`src/design/intc_pkg.sv`:
```
// Constants, register map and types of the interrupt acceptance unit
package intc_pkg;

  // ****************************************
  // Register addresses
  // ****************************************
  localparam logic [15:0] ADDR_REQ_LOW   = 16'hFFE0;
  localparam logic [15:0] ADDR_REQ_HIGH  = 16'hFFE1;
  localparam logic [15:0] ADDR_MASK_LOW  = 16'hFFE4;
  localparam logic [15:0] ADDR_MASK_HIGH = 16'hFFE5;
  localparam logic [15:0] ADDR_EDGE_SEL  = 16'hFFEC;
  localparam logic [15:0] ADDR_KEY_SEL   = 16'hFFF5;

  // ****************************************
  // Reset values and fixed bits
  // ****************************************
  localparam logic [7:0] MASK_RESET     = 8'hFF;
  localparam logic [7:0] REQ_RESET      = 8'h00;
  localparam logic [7:0] EDGE_RESET     = 8'h00;
  localparam logic [7:0] KEY_RESET      = 8'h00;
  localparam logic [7:0] PSW_RESET      = 8'h02;
  localparam logic [7:0] EDGE_WR_MASK   = 8'hFC;
  localparam logic [7:0] KEY_WR_MASK    = 8'hF1;
  localparam int         PSW_IE_BIT     = 7;

  // ****************************************
  // Sources, lowest index wins
  // ****************************************
  localparam int NUM_SRC   = 9;
  localparam int SRC_WDT   = 0;
  localparam int SRC_EXT0  = 1;
  localparam int SRC_SRX   = 4;
  localparam int SRC_STX   = 5;
  localparam int SRC_TM8   = 6;
  localparam int SRC_TM16  = 7;
  localparam int SRC_KEY   = 8;
  localparam int NUM_EXT   = 3;
  localparam int NUM_KEY   = 8;
  localparam int IDX_W     = 4;

  // ****************************************
  // Vector table entries
  // ****************************************
  localparam logic [15:0] VEC_NMI = 16'h0004;
  localparam logic [NUM_SRC-1:0][15:0] VEC_TABLE = {
    16'h002A, 16'h0014, 16'h0010, 16'h000E, 16'h000C,
    16'h000A, 16'h0008, 16'h0006, 16'h0004};

  // ****************************************
  // Edge selection codes
  // ****************************************
  localparam logic [1:0] EDGE_FALL = 2'h0;
  localparam logic [1:0] EDGE_RISE = 2'h1;
  localparam logic [1:0] EDGE_BOTH = 2'h3;

  typedef enum logic [1:0] {
    ACK_IDLE = 2'b00,
    ACK_PSW  = 2'b01,
    ACK_PC   = 2'b10,
    ACK_VEC  = 2'b11
  } ack_state_t;

endpackage

```
`src/design/interrupt_accept_and_mask_unit.sv`:
```
// Interrupt request, mask, edge select and acceptance logic
//
// How it works
// RQ1: Masks reset to ones; one blocks service.
// RQ2: Software writes ones to unused mask bits.
// RQ3: Software writes zeros to unused request bits.
// RQ4: Watchdog flag usable only in interval mode.
// RQ5: Watchdog mask reads undefined in reset modes.
// RQ6: Acknowledge clears the source request flag.
// RQ7: Output-mode level changes still raise requests.
// RQ8: Edge select resets zero, three two-bit fields.
// RQ9: Codes: fall, rise, both; one-zero prohibited.
// RQ10: Software masks, writes, clears flag, unmasks.
// RQ11: Status word resets 02, enable flag clear.
// RQ12: Accept pushes status, counter, clears enable.
// RQ13: Return or pop restores status word.
// RQ14: Key select enables pin group and pins.
// RQ15: Key select resets zero; pull-ups on inputs.
// RQ16: Software masks key before changing select.
// RQ17: Non-maskable wins, ignores enable flag.
// RQ18: Non-maskable may interrupt its own routine.
// RQ19: Maskable needs flag, no mask, enable.
// RQ20: Latency nine to nineteen clocks.
// RQ21: Simultaneous requests served by fixed priority.
// RQ22: Flags set on final clock wait one instruction.
// RQ23: Flag or mask access defers next acceptance.
// RQ24: Maskable nesting only after routine re-enables.
// RQ25: Watchdog first, key return last.
// RQ26: Pins sampled; detected edge sets flag.
`timescale 1ns/100ps
module interrupt_accept_and_mask_unit (
  input  wire logic        clock,
  input  wire logic        nrst,
  input  wire logic [15:0] bus_addr,
  input  wire logic        bus_wr,
  input  wire logic        bus_rd,
  input  wire logic [7:0]  bus_wdata,
  output logic      [7:0]  bus_rdata,
  input  wire logic        psw_wr,
  input  wire logic [7:0]  psw_wdata,
  input  wire logic        enable_interrupts_instr,
  input  wire logic        mask_all_instr,
  input  wire logic        psw_restore,
  input  wire logic [7:0]  psw_restore_data,
  input  wire logic        instr_end,
  input  wire logic        wdt_interval_mode,
  input  wire logic        watchdog_request,
  input  wire logic        serial_rx_request,
  input  wire logic        serial_tx_request,
  input  wire logic        timer8_request,
  input  wire logic        timer16_request,
  input  wire logic [2:0]  ext_pins,
  input  wire logic [7:0]  key_pins,
  input  wire logic [7:0]  port4_output_mode,
  output logic      [7:0]  program_status_word,
  output logic             ack_start,
  output logic             ack_nmi,
  output logic             push_psw,
  output logic             push_pc,
  output logic             load_vector,
  output logic      [15:0] vector_addr,
  output logic      [7:0]  saved_psw,
  output logic      [7:0]  key_pullup_en
);

  localparam int N = intc_pkg::NUM_SRC;

  // ****************************************
  // Helper functions
  // ****************************************
  function automatic logic edge_hit(input logic [1:0] mode, input logic rise,
                                    input logic fall);
    logic hit;
    hit = 1'b0;
    unique case (mode)
      intc_pkg::EDGE_FALL: hit = fall;
      intc_pkg::EDGE_RISE: hit = rise;
      intc_pkg::EDGE_BOTH: hit = rise | fall;
      default:             hit = 1'b0;
    endcase
    return hit;
  endfunction

  function automatic logic [N-1:0] one_hot(input logic [intc_pkg::IDX_W-1:0] idx);
    logic [N-1:0] v;
    v = '0;
    v[idx] = 1'b1;
    return v;
  endfunction

  // ****************************************
  // State
  // ****************************************
  logic [N-1:0]           req_ff;
  logic [N-1:0]           nxt_req;
  logic [N-1:0]           mask_ff;
  logic [N-1:0]           nxt_mask;
  logic [7:0]             edge_sel_ff;
  logic [7:0]             key_sel_ff;
  logic [7:0]             psw_ff;
  logic [7:0]             nxt_psw;
  logic                   hold_ff;
  logic                   nmi_pend_ff;
  intc_pkg::ack_state_t   state_ff;
  intc_pkg::ack_state_t   nxt_state;
  logic                   ack_start_ff;
  logic                   ack_nmi_ff;
  logic                   push_psw_ff;
  logic                   push_pc_ff;
  logic                   load_vector_ff;
  logic [15:0]            vector_ff;
  logic [7:0]             saved_psw_ff;
  logic [7:0]             rdata_ff;
  logic [7:0]             pullup_ff;

  // ****************************************
  // Address decode
  // ****************************************
  wire hit_req_lo  = bus_addr == intc_pkg::ADDR_REQ_LOW;
  wire hit_req_hi  = bus_addr == intc_pkg::ADDR_REQ_HIGH;
  wire hit_mask_lo = bus_addr == intc_pkg::ADDR_MASK_LOW;
  wire hit_mask_hi = bus_addr == intc_pkg::ADDR_MASK_HIGH;
  wire hit_edge    = bus_addr == intc_pkg::ADDR_EDGE_SEL;
  wire hit_key     = bus_addr == intc_pkg::ADDR_KEY_SEL;
  wire flag_access = (bus_wr | bus_rd) &
                     (hit_req_lo | hit_req_hi | hit_mask_lo | hit_mask_hi);

  // ****************************************
  // Edge detection on pins
  // ****************************************
  logic [2:0] ext_rise;
  logic [2:0] ext_fall;
  logic [7:0] key_rise;
  logic [7:0] key_fall;

  // Pad level is sampled whatever the port mode, so output toggles count too
  edge_detect #(.WIDTH(intc_pkg::NUM_EXT)) u_ext_edge ( // RQ7 RQ26
    .clock     (clock),
    .nrst      (nrst),
    .pin_async (ext_pins),
    .rise      (ext_rise),
    .fall      (ext_fall)
  );

  edge_detect #(.WIDTH(intc_pkg::NUM_KEY)) u_key_edge ( // RQ26
    .clock     (clock),
    .nrst      (nrst),
    .pin_async (key_pins),
    .rise      (key_rise),
    .fall      (key_fall)
  );

  wire [7:0] key_en = {key_sel_ff[7:4], {4{key_sel_ff[0]}}}; // RQ14
  wire       key_hit = |(key_fall & key_en); // RQ14

  wire ext0_hit = edge_hit(edge_sel_ff[3:2], ext_rise[0], ext_fall[0]); // RQ9
  wire ext1_hit = edge_hit(edge_sel_ff[5:4], ext_rise[1], ext_fall[1]); // RQ9
  wire ext2_hit = edge_hit(edge_sel_ff[7:6], ext_rise[2], ext_fall[2]); // RQ9

  // ****************************************
  // Request events
  // ****************************************
  wire wdt_mask_ev = watchdog_request & wdt_interval_mode;
  wire wdt_nmi_ev  = watchdog_request & ~wdt_interval_mode;
  wire [N-1:0] set_ev = {key_hit, timer16_request, timer8_request,
                         serial_tx_request, serial_rx_request,
                         ext2_hit, ext1_hit, ext0_hit, wdt_mask_ev};

  // ****************************************
  // Acceptance decision
  // ****************************************
  logic                         pick_found;
  logic [intc_pkg::IDX_W-1:0]   pick_idx;

  wire ie       = psw_ff[intc_pkg::PSW_IE_BIT];
  // Only flags already stored are seen, so a final-clock set waits one instr
  wire [N-1:0] eligible = req_ff & ~mask_ff & {N{ie}}; // RQ19 RQ22 RQ24

  priority_pick #(.N(N), .IDX_W(intc_pkg::IDX_W)) u_pick ( // RQ21 RQ25
    .req   (eligible),
    .found (pick_found),
    .index (pick_idx)
  );

  // Access on the final clock must block that same boundary too
  wire hold_now  = hold_ff | flag_access; // RQ23
  wire can_take  = instr_end & ~hold_now & (state_ff == intc_pkg::ACK_IDLE); // RQ23
  wire take_nmi  = can_take & nmi_pend_ff; // RQ17 RQ18
  wire take_mask = can_take & ~nmi_pend_ff & pick_found; // RQ17 RQ19
  wire take      = take_nmi | take_mask;
  wire [N-1:0] ack_clr = take_mask ? one_hot(pick_idx) : '0; // RQ6

  // ****************************************
  // Request and mask flag next values
  // ****************************************
  always_comb begin
    nxt_req = req_ff;
    if (bus_wr && hit_req_lo) begin
      nxt_req[6:0] = bus_wdata[6:0];
    end
    if (bus_wr && hit_req_hi) begin
      nxt_req[7] = bus_wdata[7];
      nxt_req[8] = bus_wdata[0];
    end
    // New events win over clears from software or acknowledge
    nxt_req = (nxt_req & ~ack_clr) | set_ev; // RQ6
    if (!wdt_interval_mode) begin
      nxt_req[intc_pkg::SRC_WDT] = 1'b0; // RQ4
    end
  end

  always_comb begin
    nxt_mask = mask_ff;
    if (bus_wr && hit_mask_lo) begin
      nxt_mask[6:0] = bus_wdata[6:0];
    end
    if (bus_wr && hit_mask_hi) begin
      nxt_mask[7] = bus_wdata[7];
      nxt_mask[8] = bus_wdata[0];
    end
  end

  // ****************************************
  // Status word
  // ****************************************
  always_comb begin
    nxt_psw = psw_ff;
    if (psw_restore) begin
      nxt_psw = psw_restore_data; // RQ13
    end else if (psw_wr) begin
      nxt_psw = psw_wdata; // RQ11
    end else if (enable_interrupts_instr) begin
      nxt_psw[intc_pkg::PSW_IE_BIT] = 1'b1; // RQ11
    end else if (mask_all_instr) begin
      nxt_psw[intc_pkg::PSW_IE_BIT] = 1'b0; // RQ11
    end
    if (take) begin
      nxt_psw[intc_pkg::PSW_IE_BIT] = 1'b0; // RQ12
    end
  end

  // ****************************************
  // Acknowledge sequence
  // ****************************************
  always_comb begin
    nxt_state = state_ff;
    unique case (state_ff)
      intc_pkg::ACK_IDLE: if (take) nxt_state = intc_pkg::ACK_PSW;
      intc_pkg::ACK_PSW:  nxt_state = intc_pkg::ACK_PC;
      intc_pkg::ACK_PC:   nxt_state = intc_pkg::ACK_VEC;
      intc_pkg::ACK_VEC:  nxt_state = intc_pkg::ACK_IDLE;
    endcase
  end

  // ****************************************
  // Read data
  // ****************************************
  // Mask bit of watchdog reads stored value; undefined for software in reset modes
  wire [7:0] rd_req_lo  = {1'b0, req_ff[6:0]}; // RQ3 RQ4
  wire [7:0] rd_req_hi  = {req_ff[7], 6'h00, req_ff[8]};
  wire [7:0] rd_mask_lo = {1'b1, mask_ff[6:0]}; // RQ2 RQ5
  wire [7:0] rd_mask_hi = {mask_ff[7], 6'h3F, mask_ff[8]};
  wire [7:0] rd_mux = hit_req_lo  ? rd_req_lo  :
                      hit_req_hi  ? rd_req_hi  :
                      hit_mask_lo ? rd_mask_lo :
                      hit_mask_hi ? rd_mask_hi :
                      hit_edge    ? edge_sel_ff :
                      hit_key     ? key_sel_ff  : 8'h00;

  // ****************************************
  // Registers
  // ****************************************
  always_ff @(posedge clock or negedge nrst) begin
    if (!nrst) begin
      req_ff      <= '0;
      mask_ff     <= '1; // RQ1
      edge_sel_ff <= intc_pkg::EDGE_RESET; // RQ8
      key_sel_ff  <= intc_pkg::KEY_RESET; // RQ15
      psw_ff      <= intc_pkg::PSW_RESET; // RQ11
      rdata_ff    <= 8'h00;
    end else begin
      req_ff   <= nxt_req;
      mask_ff  <= nxt_mask;
      psw_ff   <= nxt_psw;
      rdata_ff <= bus_rd ? rd_mux : rdata_ff;
      if (bus_wr && hit_edge) begin
        edge_sel_ff <= bus_wdata & intc_pkg::EDGE_WR_MASK; // RQ8
      end
      if (bus_wr && hit_key) begin
        key_sel_ff <= bus_wdata & intc_pkg::KEY_WR_MASK; // RQ15
      end
    end
  end

  // Hold covers the accessing instruction's own end only
  always_ff @(posedge clock or negedge nrst) begin
    if (!nrst) begin
      hold_ff     <= 1'b0;
      nmi_pend_ff <= 1'b0;
    end else begin
      hold_ff     <= hold_now & ~instr_end; // RQ23
      nmi_pend_ff <= wdt_nmi_ev | (nmi_pend_ff & ~take_nmi); // RQ17 RQ18
    end
  end

  always_ff @(posedge clock or negedge nrst) begin
    if (!nrst) begin
      state_ff       <= intc_pkg::ACK_IDLE;
      ack_start_ff   <= 1'b0;
      ack_nmi_ff     <= 1'b0;
      push_psw_ff    <= 1'b0;
      push_pc_ff     <= 1'b0;
      load_vector_ff <= 1'b0;
      vector_ff      <= 16'h0000;
      saved_psw_ff   <= intc_pkg::PSW_RESET;
      pullup_ff      <= 8'h00;
    end else begin
      state_ff       <= nxt_state;
      ack_start_ff   <= take; // RQ20
      push_psw_ff    <= take; // RQ12
      push_pc_ff     <= state_ff == intc_pkg::ACK_PSW; // RQ12
      load_vector_ff <= state_ff == intc_pkg::ACK_PC; // RQ12
      pullup_ff      <= key_en & ~port4_output_mode; // RQ15
      if (take) begin
        ack_nmi_ff   <= take_nmi;
        saved_psw_ff <= psw_ff; // RQ12
        vector_ff    <= take_nmi ? intc_pkg::VEC_NMI : intc_pkg::VEC_TABLE[pick_idx];
      end
    end
  end

  // ****************************************
  // Outputs
  // ****************************************
  assign bus_rdata           = rdata_ff;
  assign program_status_word = psw_ff;
  assign ack_start           = ack_start_ff;
  assign ack_nmi             = ack_nmi_ff;
  assign push_psw            = push_psw_ff;
  assign push_pc             = push_pc_ff;
  assign load_vector         = load_vector_ff;
  assign vector_addr         = vector_ff;
  assign saved_psw           = saved_psw_ff;
  assign key_pullup_en       = pullup_ff;

endmodule // interrupt_accept_and_mask_unit

```
`src/design/edge_detect.sv`:
```
// Pin synchroniser with rising and falling edge pulses
`timescale 1ns/100ps
module edge_detect #(
  parameter int WIDTH = 1
) (
  input  wire logic             clock,
  input  wire logic             nrst,
  input  wire logic [WIDTH-1:0] pin_async,
  output logic      [WIDTH-1:0] rise,
  output logic      [WIDTH-1:0] fall
);

  logic [WIDTH-1:0] sync1_ff;
  logic [WIDTH-1:0] sync2_ff;
  logic [WIDTH-1:0] prev_ff;
  logic [1:0]       primed_ff;

  // ****************************************
  // Two-stage sync, then compare with last sample
  // ****************************************
  always_ff @(posedge clock or negedge nrst) begin
    if (!nrst) begin
      sync1_ff  <= '1;
      sync2_ff  <= '1;
      prev_ff   <= '1;
      primed_ff <= 2'h0;
    end else begin
      sync1_ff  <= pin_async;
      sync2_ff  <= sync1_ff;
      prev_ff   <= sync2_ff;
      primed_ff <= {primed_ff[0], 1'b1};
    end
  end

  // No edges until sync2_ff holds real samples
  assign rise = primed_ff[1] ? (sync2_ff & ~prev_ff) : '0;
  assign fall = primed_ff[1] ? (~sync2_ff & prev_ff) : '0;

endmodule // edge_detect

```
`src/design/priority_pick.sv`:
```
// Fixed priority picker, index 0 highest
`timescale 1ns/100ps
module priority_pick #(
  parameter int N     = 9,
  parameter int IDX_W = 4
) (
  input  wire logic [N-1:0]     req,
  output logic                  found,
  output logic      [IDX_W-1:0] index
);

  always_comb begin
    found = 1'b0;
    index = '0;
    for (int i = N - 1; i >= 0; i--) begin
      if (req[i]) begin
        found = 1'b1;
        index = IDX_W'(i);
      end
    end
  end

endmodule // priority_pick

```
`config.mk`:
```
export PLATFORM = sky130hd
export DESIGN_NAME = interrupt_accept_and_mask_unit
export DESIGN_NICKNAME = d
export VERILOG_FILES = /design/src/design/intc_pkg.sv /design/src/design/interrupt_accept_and_mask_unit.sv /design/src/design/edge_detect.sv /design/src/design/priority_pick.sv
export SDC_FILE = /design/constraint.sdc
export NUM_CORES = 1
export LEC_CHECK = 0
export ABC_AREA = 1
export BUFFER_PORTS_ARGS = -buffer_cell sky130_fd_sc_hd__buf_4
export CORE_MARGIN = 2
export CORE_UTILIZATION = 40
export CTS_BUF_LIST = sky130_fd_sc_hd__clkbuf_16
export CTS_CLUSTER_SIZE = 10
export DETAILED_ROUTE_END_ITERATION = 8
export PLACE_DENSITY = 0.66
export SYNTH_ARGS = -nofsm -noshare
export SYNTH_HDL_FRONTEND = slang
export SYNTH_SLANG_ARGS = --single-unit
```
`constraint.sdc`:
```
create_clock -name clock -period 5.49 [get_ports clock]
set_clock_uncertainty 0.15 [all_clocks]
set_input_delay 1.098 -clock clock [delete_from_list [all_inputs] [get_ports clock]]
set_output_delay 1.098 -clock clock [all_outputs]
set_load 0.01 [all_outputs]
```
After elaboration in Yosys (flattened, before gate mapping)

Memories as Yosys holds them, arrays and structs flattened.
Cells that the tools add are included.

Register bits after elaboration: 122
Memory bits (read-only): 256
Memories: 1

Multiplexer cells: 46
Order comparisons: 2
Reduce and logical (&&, ||, !) cells: 14
Bitwise logic cells: 40
Equality and inequality tests: 16

Memories:

| name            | depth | width | rd ports | clocked after Yosys merged registers in | write ports | RTL line                              | source |
|---|---|---|---|---|---|---|---|
| (no name shown) | 16    | 16    | 1        | 0                                       | 0           | interrupt_accept_and_mask_unit.sv:327 | `vector_ff <= take_nmi ? intc_pkg::VEC_NMI : intc_pkg::VEC_TABLE[pick_idx];` |

Operators by type and width:

| kind                                                 | number |
|---|---|
| equality test 16 bit (second input constant)         | 6 |
| two-way mux 8 bit                                    | 8 |
| two-way mux 4 bit                                    | 9 |
| two-way mux 16 bit                                   | 2 |
| AND 9 bit                                            | 3 |
| AND 8 bit                                            | 3 |
| NOT 9 bit                                            | 2 |
| NOT 8 bit                                            | 2 |
| two-way mux 1 bit                                    | 15 |
| two-way mux 7 bit                                    | 2 |
| AND 1 bit                                            | 10 |
| equality test 2 bit (second input constant)          | 5 |
| bitwise OR 1 bit                                     | 10 |
| two-way mux 9 bit                                    | 1 |
| bitwise OR 9 bit                                     | 1 |
| one-hot mux 1 bit (3 select lines)                   | 3 |
| equality test 2 x 1 -> 1 bit (second input constant) | 4 |
| zero test 2 bit                                      | 4 |
| one-hot mux 2 bit (4 select lines)                   | 1 |
| OR reduction 8 bit                                   | 1 |
| logical AND 1 bit                                    | 7 |
| AND 3 bit                                            | 2 |
| two-way mux 3 bit                                    | 2 |
| NOT 3 bit                                            | 2 |
| other kinds (8)                                      | 13 |

Depth between registers and ports, before layout

Depth after elaboration: 21
Mapped depth: 15

Modules after synthesis

From an unflattened synthesis, not the netlist that was laid out.

Cell total of the unflattened synthesis: 577
Area, all modules: 4958.5 um2

Modules (own cells, without submodules):

| module                         | times used | cells an instance | area each (um2) |
|---|---|---|---|
| interrupt_accept_and_mask_unit | 1          | 469               | 3676.0 |
| edge_detect at u_key_edge      | 1          | 61                | 825.8 |
| edge_detect at u_ext_edge      | 1          | 24                | 335.3 |
| priority_pick                  | 1          | 23                | 121.4 |

Worst setup path before layout

No wires, ideal clock.

Path kind: input port to flip-flop
Start: in bus_addr[13]
End: reg saved_psw_ff[2], in the netlist saved_psw[2]
Path buffers: 1
Data arrival time: 2.214 ns
Required time: 5.223 ns
Stages on the path: 13
Slack: 3.009 ns
Cell sequence: nand2_1 nor2_4 nand2_4 nor2_4 nor2_4 nand2_2 nand2_4 nand2_4 nor2_4 o21ai_4 buf_12 nand2_2 nand2_1

Longest elaborated chain between the ends: 12
Elaborated cells on any way between the ends: 16
Those cells by class: 4 x eq/ne; 12 x bitwise

Ends and longest elaborated chain:

| item                                    | RTL line                                                                     | source |
|---|---|---|
| start, declared                         | interrupt_accept_and_mask_unit.sv:34                                         | `input wire logic [15:0] bus_addr,` |
| equality test 16 bit (on tied branches) | interrupt_accept_and_mask_unit.sv:119, interrupt_accept_and_mask_unit.sv:120 |  |
| bitwise OR 1 bit (2 in a row)           | interrupt_accept_and_mask_unit.sv:126                                        | `(hit_req_lo \| hit_req_hi \| hit_mask_lo \| hit_mask_hi);` |
| bitwise OR 1 bit *                      | interrupt_accept_and_mask_unit.sv:126                                        |  |
| AND 1 bit *                             | interrupt_accept_and_mask_unit.sv:125                                        | `wire flag_access = (bus_wr \| bus_rd) &` |
| bitwise OR 1 bit *                      | interrupt_accept_and_mask_unit.sv:186                                        | `wire hold_now = hold_ff \| flag_access;` |
| NOT 1 bit *                             | interrupt_accept_and_mask_unit.sv:187                                        | `wire can_take = instr_end & ~hold_now & (state_ff == intc_pkg::ACK_IDLE);` |
| AND 1 bit * (2 in a row)                | interrupt_accept_and_mask_unit.sv:187                                        |  |
| AND 1 bit (2 in a row)                  | interrupt_accept_and_mask_unit.sv:189                                        | `wire take_mask = can_take & ~nmi_pend_ff & pick_found;` |
| bitwise OR 1 bit *                      | interrupt_accept_and_mask_unit.sv:190                                        | `wire take = take_nmi \| take_mask;` |
| end signal, assigned                    | interrupt_accept_and_mask_unit.sv:315                                        | `saved_psw_ff <= intc_pkg::PSW_RESET;` |
| end signal, assigned                    | interrupt_accept_and_mask_unit.sv:326                                        | `saved_psw_ff <= psw_ff;` |
| end, declared                           | interrupt_accept_and_mask_unit.sv:112                                        | `logic [7:0] saved_psw_ff;` |

Mark *: on every way between the ends. The rest lies on a longest branch, timed or not.
A chain may end at the register's enable or synchronous reset.

Worst setup path in the final report

Start: in bus_addr[4]
End: reg req_ff[0]

Longest elaborated chain between the ends: 16
Elaborated cells on any way between the ends: 21
Those cells by class: 4 x eq/ne; 3 x mux; 13 x bitwise; 1 x reduce/logical

Ends and longest elaborated chain:

| item                                    | RTL line                                                                     | source |
|---|---|---|
| equality test 16 bit (on tied branches) | interrupt_accept_and_mask_unit.sv:119, interrupt_accept_and_mask_unit.sv:120 |  |
| bitwise OR 1 bit (3 in a row)           | interrupt_accept_and_mask_unit.sv:126                                        |  |
| AND 1 bit                               | interrupt_accept_and_mask_unit.sv:125                                        |  |
| bitwise OR 1 bit                        | interrupt_accept_and_mask_unit.sv:186                                        |  |
| NOT 1 bit                               | interrupt_accept_and_mask_unit.sv:187                                        |  |
| AND 1 bit (2 in a row)                  | interrupt_accept_and_mask_unit.sv:187                                        |  |
| AND 1 bit (2 in a row)                  | interrupt_accept_and_mask_unit.sv:189                                        |  |
| two-way mux 9 bit                       | interrupt_accept_and_mask_unit.sv:191                                        | `wire [N-1:0] ack_clr = take_mask ? one_hot(pick_idx) : '0;` |
| NOT 9 bit                               | interrupt_accept_and_mask_unit.sv:206                                        | `nxt_req = (nxt_req & ~ack_clr) \| set_ev;` |
| AND 9 bit *                             | interrupt_accept_and_mask_unit.sv:206                                        |  |
| bitwise OR 9 bit *                      | interrupt_accept_and_mask_unit.sv:206                                        |  |
| two-way mux 1 bit *                     | interrupt_accept_and_mask_unit.sv:207                                        | `if (!wdt_interval_mode) begin` |
| named net nxt_req[0]                    | interrupt_accept_and_mask_unit.sv:95                                         | `logic [N-1:0] nxt_req;` |
| end signal, assigned                    | interrupt_accept_and_mask_unit.sv:282                                        | `req_ff <= nxt_req;` |
| end, declared                           | interrupt_accept_and_mask_unit.sv:94                                         | `logic [N-1:0] req_ff;` |

The timed path passes the listed nets; every way through them passes the cells marked *.

==> qor.txt <==
Worst path slowest cell -> nor2_2
Launch point of the worst reg-to-reg path -> program_status_word[7]
Startpoint type of the worst setup path -> input pin
Number of antenna violations at the first check in global routing -> 0
Post-CTS setup buffer count -> 0
Fraction of registers with async set/reset -> 1.00
Detailed-route vias per instance -> 4.87
Number of maximum-capacitance violations -> 0
Endpoint of the worst hold-timing path -> u_key_edge.sync2_ff[0]
Combined global-route utilization of all metal layers -> 0.183
HPWL reported at the end of detailed placement -> 8650 um
Detailed-route via count -> 3948
Cell Area, Synth -> 4940 um2
Reg2Reg Depth -> 9
Detailed Route WL -> 11400 um
Peak VDD IR -> 0.156 mV
Clk Tree Root Cell -> clkbuf_16
Layout cell share with drive strength beyond 1 -> 0.333
Number of library cell types mapped by synthesis -> 41
Area delta synth->final -> 25.5%
Sequential element share of the synthesized area -> 0.563
Delay of the slowest critical-path stage -> 330 ps
Final hold viol count -> 0
Type of the setup path with the least slack -> input pin to register
Actual slew at the worst max-slew pin -> 683 ps
Worst skew pair latency -> 350 ps
Clk buf depth -> 2
Critical Path Sink Type -> register
Tcrit/Tclk final -> 0.464
Critical path peak fanout -> 13
Shortest clock period the worst path allows after layout -> 2550 ps
Global-route wire length before repair -> 19000 um
Highest achievable clock rate -> 0.393 GHz
Ports -> 127
Number of instances in the synthesized netlist -> 542
Register-to-register setup slack -> 3220 ps
Worst endpoint data arrival time -> 2680 ps
Drt initial violations -> 198
Antenna diode instance count -> 0
First-pass detailed-route iteration total -> 5
Max Slew Vio Count -> 0
Area of the multi-input gates -> 1800 um2
Wire length per cell -> 14.0 um
Core Area -> 12000 um2
Final count of negative-setup-slack endpoints -> 0
Cell occurring most often along the worst timing path -> nand2_1
Clock buffers created by TritonCTS -> 9
Clock slew at reported path FFs -> 70 ps
Number of register bits inferred by synthesis -> 109
Post-route antenna net violation count -> 0
Synthesis Warnings -> 0
Most instantiated flip-flop cell in the synthesis netlist -> dfrtp_1
Worst slew margin -> 0.544
Vias in the first global route -> 3965
Layout Utilization -> 0.516
Synthesized area per cell -> 9.11 um2
Placement Rows -> 40
Data required, critical path -> 5620 ps
Clk sinks -> 109
Floorplan die area -> 13300 um2
Htree depth -> 3
CTS hold repair buffers -> 0
Outcome -> completed
Number of cells upsized or downsized after cts -> 0
Port buffer count -> 115
Critical Path, Cell by Cell -> buf_4 -> inv_1 -> nand2_2 -> nor2_4 -> nand2_1 -> nor2_4 -> inv_2 -> nor2_2 -> nand2_1 -> nand2_1 -> inv_1 -> o21bai_2 -> a21oi_2
Global placement routability congestion -> 0.864
Leak -> 3.01 nW
Hold_sp -> u_key_edge.sync1_ff[0]
Overall die width -> 115 um
Total area of sequential cells -> 2780 um2
Number of cells on the worst hold path -> 0
EDFF count, synth -> 0
Post-route DRC -> 0
Die span in y -> 115 um
Filler Cell Count -> 1142
TritonCTS clock tree -> built
Class of the most critical hold timing path -> register to register
Setup_tns -> 0 ps
Reg-to-reg endpoint -> req_ff[7]
Maximum number of pins on one net before global-route repair -> 56
Unrepaired setup endpoints after global routing -> no
Total Nets Final -> 738
Overall overflow remaining after global route -> 0
P per Cell Area -> 347 nW/um2
Starting utilization of the core area -> 0.411
synthesized netlist by cell type, drive strengths merged (5+ instances only):
library cell / n / area share
nand2: 169 / 0.14
dfrtp: 65 / 0.33
inv: 64 / 0.049
nor2: 56 / 0.059
dfstp: 44 / 0.23
o21ai: 44 / 0.047
nand3: 23 / 0.024
a21oi: 16 / 0.017
buf: 16 / 0.028
ha: 5 / 0.013
o211ai: 5 / 0.0076
state kept, by name, summed over array words and instances (netlist names), 2 cells and up:
| name | count |
|---|---|
| mask_ff | 9 |
| req_ff | 9 |
| bus_rdata | 8 |
| key_pullup_en | 8 |
| program_status_word | 8 |
| saved_psw | 8 |
| u_key_edge.prev_ff | 8 |
| u_key_edge.sync1_ff | 8 |
| u_key_edge.sync2_ff | 8 |
| edge_sel_ff | 6 |
| key_sel_ff | 5 |
| vector_addr | 5 |
| u_ext_edge.prev_ff | 3 |
| u_ext_edge.sync1_ff | 3 |
| u_ext_edge.sync2_ff | 3 |
| state_ff | 2 |
cell families (layout without fill, tap and decap cells):
group	count (synthesis)	after routing	share of synthesized area
AOI/OAI and AO/OA	83	83	0.0993
adders and majority gates	5	5	0.0127
buffers and inverters	84	196	0.0806
DFF	109	109	0.563
other	2	12	0.00152
and+or+nand+nor	259	259	0.242
layout by cell type, fill, tap and decap left out, types with 3 or more instances in the layout:
cell | synthesis | final
nor2_2 | 5 | 5
nor2_4 | 9 | 9
nor4_1 | 4 | 4
conb_1 | 2 | 12
buf_4 | 13 | 116
nand2_4 | 3 | 3
inv_6 | 0 | 3
clkbuf_16 | 0 | 9
nand3_1 | 22 | 22
inv_1 | 61 | 61
o21ai_1 | 4 | 4
dfstp_2 | 44 | 44
a21oi_1 | 15 | 15
o21ai_0 | 39 | 39
o22ai_1 | 3 | 3
nand2_2 | 18 | 18
a211oi_1 | 4 | 4
o211ai_1 | 5 | 5
dfrtp_1 | 65 | 65
ha_1 | 5 | 5
nor2_1 | 42 | 42
o21bai_1 | 3 | 3
nand2_1 | 148 | 148
stage by stage:
step | total power (W) | cells | worst slack (ps) | cell area, um2 | hold WS (ps)
after global routing | 0.00227 | 811 | 2670 | 6200 | 207
final | 0.00215 | 811 | 2940 | 6200 | 200
after global placement | 0.00145 | 795 | 2640 | 5880 | 182
after CTS | 0.00217 | 811 | 2940 | 6200 | 202
after floorplan | 0.00127 | 552 | 3010 | 4980 | 181
after detailed placement | 0.00146 | 795 | 2580 | 5880 | 186
worst max path at each step:
stage	startpoint	cells after the start	endpoint	slack [ps]
after global routing	bus_addr[3]	13	req_ff[0]	2670
after global placement	bus_addr[4]	13	req_ff[0]	2640
final	bus_addr[4]	13	req_ff[0]	2940
after CTS	bus_addr[4]	15	state_ff[0]	2940
after floorplan	bus_addr[13]	13	saved_psw[2]	3010
after detailed placement	bus_addr[4]	15	state_ff[0]	2580
worst max-delay path: cells and delay by family:
family          cells  cell delay [ps]
buf+inv             4              270
simple gates        7             1020
compound gates      2              290
layout make-up:
class	instances	share of cell area
Sequential cell	109	0.449
Clock buffer	9	0.0363
Timing Repair Buffer	116	0.141
Multi-Input combinational cell	359	0.290
Tap cell	147	0.0297
Inverter	64	0.0392
Clock inverter	7	0.0153
layer usage:
layer | wire, um | vias to the layer above | share of wire | GRT usage
li1 | - | 1924 | - | -
met1 | 4990 | 1876 | 0.44 | 0.242
met2 | 5450 | 133 | 0.48 | 0.303
met3 | 750 | 15 | 0.066 | 0.0411
met4 | 172 | 0 | 0.015 | 0.0546
met5 | 0 | - | 0 | 0
power breakdown:
part / leakage (nW) / switching [W] / internal, W
clock: 0.158 / 0.000302 / 0.000403
sequential: 1.27 / 0.0000653 / 0.000905
combinational: 1.58 / 0.000267 / 0.000208
Note: power is estimated with default switching activity, not from simulation.
